### src/logic/gpcde_pkg.sv
/*
  package for the port c/d/e register block: offsets, reset values, types.
  assumes the core presents an i/o-space port and a data-space port.
*/
// What this block does
// - short i/o path decodes addresses 0x00-0x3f only
// - data space maps i/o offset plus 0x20
// - extended region from 0x60 not decoded; data-space reads there return zero
// - eight bits, bit n maps pin n
// - output latches read/write, reset to zero
// - direction registers read/write, reset to input
// - pin level registers read-only, follow pins
// - legacy mode: port c outputs driving zero
// - legacy port c state needs no clock
// - input with latch one gets pull-up unless disabled
package gpcde_pkg;
  localparam int gpcde_width = 8;
  localparam logic [5:0] gpcde_io_last = 6'h3f;
  localparam logic [7:0] gpcde_data_offset = 8'h20;
  localparam logic [7:0] gpcde_ext_base = 8'h60;
  localparam logic [5:0] gpcde_pad_e = 6'h01;
  localparam logic [5:0] gpcde_dir_e = 6'h02;
  localparam logic [5:0] gpcde_out_e = 6'h03;
  localparam logic [5:0] gpcde_pad_d = 6'h10;
  localparam logic [5:0] gpcde_dir_d = 6'h11;
  localparam logic [5:0] gpcde_out_d = 6'h12;
  localparam logic [5:0] gpcde_pad_c = 6'h13;
  localparam logic [5:0] gpcde_dir_c = 6'h14;
  localparam logic [5:0] gpcde_out_c = 6'h15;
  localparam logic [7:0] gpcde_dir_reset = 8'h00;
  localparam logic [7:0] gpcde_out_reset = 8'h00;
  localparam logic [7:0] gpcde_sync_reset = 8'h00;

  typedef struct packed {
    logic [7:0] pad_o;
    logic [7:0] oe_o;
    logic [7:0] pullup_o;
  } gpcde_pins_type;

  typedef struct packed {
    logic wr;
    logic rd;
    logic [7:0] addr;
    logic [7:0] wdata;
  } gpcde_req_type;
endpackage

### src/logic/gpcde_top.sv
/*
  port c, d, e registers with pin drive, enable and pull-up control.
  assumes the core issues one access per port per cycle; pin inputs are
  asynchronous and pass two flip-flops before being read.
*/
`timescale 1ns/1ps
module gpcde_top (
  // clock and reset
  input wire logic mclk_i,
  input wire logic reset_n_i,
  // mode straps
  input wire logic legacy_mode_i,
  input wire logic global_pullup_off_i,
  // short i/o access
  input wire gpcde_pkg::gpcde_req_type io_req_i,
  output logic [7:0] io_rdata_o,
  // data-space access
  input wire gpcde_pkg::gpcde_req_type mem_req_i,
  output logic [7:0] mem_rdata_o,
  // pins, index 0 = c, 1 = d, 2 = e
  input wire logic [7:0] pin_c_i,
  input wire logic [7:0] pin_d_i,
  input wire logic [7:0] pin_e_i,
  output gpcde_pkg::gpcde_pins_type port_c_o,
  output gpcde_pkg::gpcde_pins_type port_d_o,
  output gpcde_pkg::gpcde_pins_type port_e_o
);
  import gpcde_pkg::*;

  logic [7:0] dir_reg [3];
  logic [7:0] out_reg [3];
  logic [7:0] sync1_reg [3];
  logic [7:0] sync2_reg [3];
  logic [7:0] io_rdata_reg;
  logic [7:0] mem_rdata_reg;
  gpcde_pins_type pins_reg [3];
  logic [7:0] pin_in [3];
  logic [7:0] off_pad [3];
  logic [7:0] off_dir [3];
  logic [7:0] off_out [3];

  assign pin_in[0] = pin_c_i;
  assign pin_in[1] = pin_d_i;
  assign pin_in[2] = pin_e_i;
  assign off_pad[0] = {2'b00, gpcde_pad_c};
  assign off_pad[1] = {2'b00, gpcde_pad_d};
  assign off_pad[2] = {2'b00, gpcde_pad_e};
  assign off_dir[0] = {2'b00, gpcde_dir_c};
  assign off_dir[1] = {2'b00, gpcde_dir_d};
  assign off_dir[2] = {2'b00, gpcde_dir_e};
  assign off_out[0] = {2'b00, gpcde_out_c};
  assign off_out[1] = {2'b00, gpcde_out_d};
  assign off_out[2] = {2'b00, gpcde_out_e};

  // i/o path has 6 address bits; upper bits must be zero
  wire io_in_range = io_req_i.addr <= {2'b00, gpcde_io_last};
  // data space below 0x20 is core registers, 0x60 up is extended i/o
  wire mem_in_io = (mem_req_i.addr >= gpcde_data_offset) &&
                   (mem_req_i.addr < gpcde_ext_base);
  wire [7:0] mem_io_addr = mem_req_i.addr - gpcde_data_offset;
  wire io_wr = io_req_i.wr && io_in_range;
  wire io_rd = io_req_i.rd && io_in_range;
  wire mem_wr = mem_req_i.wr && mem_in_io;
  wire mem_rd = mem_req_i.rd && mem_in_io;

  logic [7:0] io_rsel [4];
  logic [7:0] mem_rsel [4];
  assign io_rsel[0] = 8'h00;
  assign mem_rsel[0] = 8'h00;

  genvar p;
  generate
    for (p = 0; p < 3; p++) begin : g_port
      wire io_hit_dir = io_wr && (io_req_i.addr == off_dir[p]);
      wire io_hit_out = io_wr && (io_req_i.addr == off_out[p]);
      wire mem_hit_dir = mem_wr && (mem_io_addr == off_dir[p]);
      wire mem_hit_out = mem_wr && (mem_io_addr == off_out[p]);
      // data-space write wins if both paths hit the same register
      wire [7:0] dir_next = mem_hit_dir ? mem_req_i.wdata :
                            io_hit_dir ? io_req_i.wdata : dir_reg[p];
      wire [7:0] out_next = mem_hit_out ? mem_req_i.wdata :
                            io_hit_out ? io_req_i.wdata : out_reg[p];
      wire [7:0] io_val;
      wire [7:0] mem_val;
      wire [7:0] drive_en;
      wire [7:0] drive_val;

      // pad level read through the synchroniser output only
      assign io_val =
        (io_req_i.addr == off_pad[p]) ? sync2_reg[p] :
        (io_req_i.addr == off_dir[p]) ? dir_reg[p] :
        (io_req_i.addr == off_out[p]) ? out_reg[p] : 8'h00;
      assign mem_val =
        (mem_io_addr == off_pad[p]) ? sync2_reg[p] :
        (mem_io_addr == off_dir[p]) ? dir_reg[p] :
        (mem_io_addr == off_out[p]) ? out_reg[p] : 8'h00;
      assign io_rsel[p+1] = io_rsel[p] | io_val;
      assign mem_rsel[p+1] = mem_rsel[p] | mem_val;

      // legacy port c is forced to a driven-low output combinationally
      // from the strap, so no clock edge is needed to reach it
      if (p == 0) begin : g_legacy
        assign drive_en = legacy_mode_i ? 8'hff : dir_reg[p];
        assign drive_val = legacy_mode_i ? 8'h00 : out_reg[p];
      end else begin : g_plain
        assign drive_en = dir_reg[p];
        assign drive_val = out_reg[p];
      end

      always_ff @(posedge mclk_i or negedge reset_n_i) begin
        if (!reset_n_i) begin
          dir_reg[p] <= gpcde_dir_reset;
          out_reg[p] <= gpcde_out_reset;
          sync1_reg[p] <= gpcde_sync_reset;
          sync2_reg[p] <= gpcde_sync_reset;
        end else begin
          dir_reg[p] <= dir_next;
          out_reg[p] <= out_next;
          sync1_reg[p] <= pin_in[p];
          sync2_reg[p] <= sync1_reg[p];
        end
      end

      // pin stage registered; reset clears it to zero, the legacy value is applied at the outputs
      always_ff @(posedge mclk_i or negedge reset_n_i) begin
        if (!reset_n_i) begin
          pins_reg[p] <= '0;
        end else begin
          pins_reg[p].oe_o <= drive_en;
          pins_reg[p].pad_o <= drive_val & drive_en;
          pins_reg[p].pullup_o <= ~drive_en & drive_val &
                                  {8{~global_pullup_off_i}};
        end
      end
    end
  endgenerate

  always_ff @(posedge mclk_i or negedge reset_n_i) begin
    if (!reset_n_i) begin
      io_rdata_reg <= 8'h00;
      mem_rdata_reg <= 8'h00;
    end else begin
      io_rdata_reg <= io_rd ? io_rsel[3] : 8'h00;
      mem_rdata_reg <= mem_rd ? mem_rsel[3] : 8'h00;
    end
  end

  // registered pin outputs lag a cycle; legacy override held at pins
  // combinationally so port c is low even before the first clock
  assign io_rdata_o = io_rdata_reg;
  assign mem_rdata_o = mem_rdata_reg;
  assign port_c_o.oe_o = legacy_mode_i ? 8'hff : pins_reg[0].oe_o;
  assign port_c_o.pad_o = legacy_mode_i ? 8'h00 : pins_reg[0].pad_o;
  assign port_c_o.pullup_o = legacy_mode_i ? 8'h00 : pins_reg[0].pullup_o;
  assign port_d_o = pins_reg[1];
  assign port_e_o = pins_reg[2];
endmodule

### config.mk
export PLATFORM = sky130hd
export DESIGN_NAME = gpcde_top
export DESIGN_NICKNAME = d
export VERILOG_FILES = /design/src/logic/gpcde_pkg.sv /design/src/logic/gpcde_top.sv
export SDC_FILE = /design/constraint.sdc
export NUM_CORES = 1
export LEC_CHECK = 0
export BUFFER_PORTS_ARGS = -buffer_cell sky130_fd_sc_hd__buf_2
export CAP_MARGIN = 20
export CORE_ASPECT_RATIO = 0.5
export CORE_MARGIN = 4
export CORE_UTILIZATION = 55
export CTS_CLUSTER_SIZE = 40
export DETAILED_ROUTE_END_ITERATION = 12
export PLACE_DENSITY = 0.79
export SYNTH_ARGS = -nofsm -noshare
export SYNTH_HDL_FRONTEND = slang
export SYNTH_SLANG_ARGS = --single-unit
export TNS_END_PERCENT = 100
### constraint.sdc
create_clock -name mclk_i -period 3.65 [get_ports mclk_i]
set_clock_uncertainty 0.2 [all_clocks]
set_input_delay 0.5475 -clock mclk_i [delete_from_list [all_inputs] [get_ports mclk_i]]
set_output_delay 0.5475 -clock mclk_i [all_outputs]
set_load 0.01 [all_outputs]
==> results.cfg <==
[timing]
setup_violations = 0
fmax_ghz = 0.433
worstMarginPinSlew_ns = 0.755
min_period_over_period_pct = 63.2
hold_viol = 0
timing.hold.ws_ns = 0.0272
relSlewSlack_pct = 49.5
drv_slew = 0
setup_tns_ns = 0
rsz0062_at_grt = no
period_minus_slack_ns = 2.31

[min_path]
hold_class = in2reg

[floorplanning]
design.die.area_mm2 = 0.0170
io_pins = 152
start_util_pct = 56.3
rows = 31
die_w_um = 180
chipHeight_um = 94.2
core-area_mm2 = 0.0145

[pwr]
sw_frac_of_total_pct = 25.0
p_per_area_mw_per_mm2 = 486
internal_power_mw = 3.40
p_sw_mw = 1.13
seqPwrFrac_pct = 49.6
leakage_nw = 4.74
p_clk_share_pct = 41.8
vdd_drop_max_v = 0.000249
p_comb_share_pct = 8.7

[synth]
synth-seq-area-share_pct = 56.4
synth_warnings = 0
synth_ff_type = dfrtp_1
async_reset_ff_share_pct = 100
synth.cell_area_mm2 = 0.00817
synth_cells = 682
synth.avg_cell_area_um2 = 12.0
synth_cell_types = 52
synth_edf_count = 0
syn_nets = 748
synth_seq_cells = 184

[critical_path]
crit_chain = buf_2 -> inv_1 -> ha_1 -> and4bb_2 -> nand4_1 -> nor2_1 -> a21oi_1
worstSetupPathType = in2reg
cp-start-kind = input pin
cp-end-kind = flip-flop
cp_data_arrival_time_ns = 2.38
slowest_delay_ns = 0.63
crit_slowest_cell = nand4_1
cp_data_required_time_ns = 3.72
cp_max_fo = 16
regToRegSetupSlack_ns = 1.68

[run_status]
status = finished clean

[placed_design]
io_buffers = 151
place_congestion = 0.933
dp_hpwl_um = 15000

[global_route]
grt_pass1_wl_um = 32100
grt_use_total_pct = 25.0
antenna_found_initial = 1
overflow = 0
grt_max_degree = 83
grt_pass1_vias = 5647

[clocking]
htree_levels = 4
clock_path_buffers = 2
cts_setup_buffers = 0
insertion_delay_ns = 0.42
cts_tree = done
numCtsBuffers = 17
cts_resized = 0
cts_root_buf = clkbuf_16
clock_sinks = 184
clk_pin_slew_ns = 0.07

[detailed_routing]
ant_nets = 0
dr.first_iter.drc_count = 591
drtPass1Iterations = 5
via_count = 5819
vias_per_cell = 5.90
post_drt_wl_per_cell_um = 21.0
wl_um = 20700
drc_errors = 0

[finish]
nNetsFinal = 842
n_antenna_cell = 0
area_growth_pct = 14.3
drive_gt1_share_pct = 32.4
layout_common_cells = dfrtp_1, buf_2, mux2i_1, nor2_1, a21oi_1
final_common_cell = dfrtp_1

[flow_run]
drv_cap = 0
[cells by family after synthesis]
group	Yosys count	share of synthesized area (%)
buffers and inverters	85	6.45
AO/OA/AOI/OAI	112	8.95
AND/OR/NAND/NOR	200	14.4
adder cells (fa/ha/maj)	2	0.306
XOR/XNOR	1	0.107
flip-flops	184	56.4
multiplexers	98	13.4
[per-stage QoR]
step,total power [mW],utilization [%],setup WS [ns],std cells,area (µm²)
floorplan,2.48,-,1.45,682,8170
global placement,2.65,60.0,1.04,954,8710
detailed placement,2.67,60.0,0.974,954,8710
CTS,4.56,64.4,1.42,987,9340
global route,4.70,64.4,1.26,987,9340
finish,4.54,64.4,1.34,987,9340
[what timing repair did]
action	in CTS	in global routing
endpoints found under the setup margin	0	0
hold buffers	1	0
endpoints found under the hold margin	67	0
[power groups by stage]
stage	sequential (mW)	clock, mW	combinational (mW)
after floorplan	2.23	0	0.251
after global placement	2.27	0	0.380
after detailed placement	2.28	0	0.388
after CTS	2.24	1.93	0.392
after global routing	2.26	2.01	0.430
final	2.25	1.89	0.394
[layout make-up]
cell class | count | area, µm²
Timing Repair Buffer | 157 | 822
Tap cell | 198 | 248
Sequential cell | 184 | 4600
Fill cell | 1117 | 5170
Multi-Input combinational cell | 413 | 3040
Inverter | 3 | 11.3
Clock buffer | 17 | 425
Clock inverter | 15 | 189
[cells in the mapped netlist, types with 3 or more instances]
master,number,area share [%]
buf_2,8,0.49
a22o_1,18,1.9
nor2b_1,22,1.7
mux2i_1,59,7.2
a22oi_1,17,1.6
o21ai_1,8,0.49
buf_4,48,4.4
nand4_1,9,0.69
nor2_1,58,2.7
and3_1,5,0.38
inv_1,3,0.14
and2_1,17,1.3
o2bb2ai_1,6,0.64
nor3b_1,26,2.4
clkbuf_1,22,1.0
mux2_2,33,4.6
o22ai_1,3,0.23
mux4_2,6,1.7
a21oi_1,49,3.0
nand2_1,20,0.92
or2_2,18,1.4
nand4_2,3,0.46
dfrtp_1,184,56
[path summary, 6_finish.rpt]
| kind | start | end | depth (start not counted) |
|---|---|---|---|
| worst min register to register | sync1_reg[19] | sync2_reg[19] | 0 |
| max in group asynchronous | reset_n_i | g_port[1].drive_en[5] | 3 |
| worst min-delay path | pin_c_i[2] | sync1_reg[18] | 1 |
| min in group asynchronous | reset_n_i | pins_reg[57] | 2 |
| worst max register to register | g_port[2].drive_en[5] | mem_rdata_o[5] | 4 |
| worst max-delay path | mem_req_i[13] | g_port[1].drive_val[0] | 7 |
[critical path, delay by kind of cell]
kind	cells	cell delay (ns)
AO/OA/AOI/OAI	1	0.06
adder cells (fa/ha/maj)	1	0.29
buffers and inverters	2	0.18
AND/OR/NAND/NOR	3	1.28
[routing by layer]
| layer | wire, µm | track usage, % |
|---|---|---|
| met5 | 7 | 0 |
| met3 | 2180 | 7.85 |
| met1 | 9330 | 36.1 |
| met2 | 8800 | 36.1 |
| met4 | 434 | 8.49 |
(Power assumes the default switching activity.)
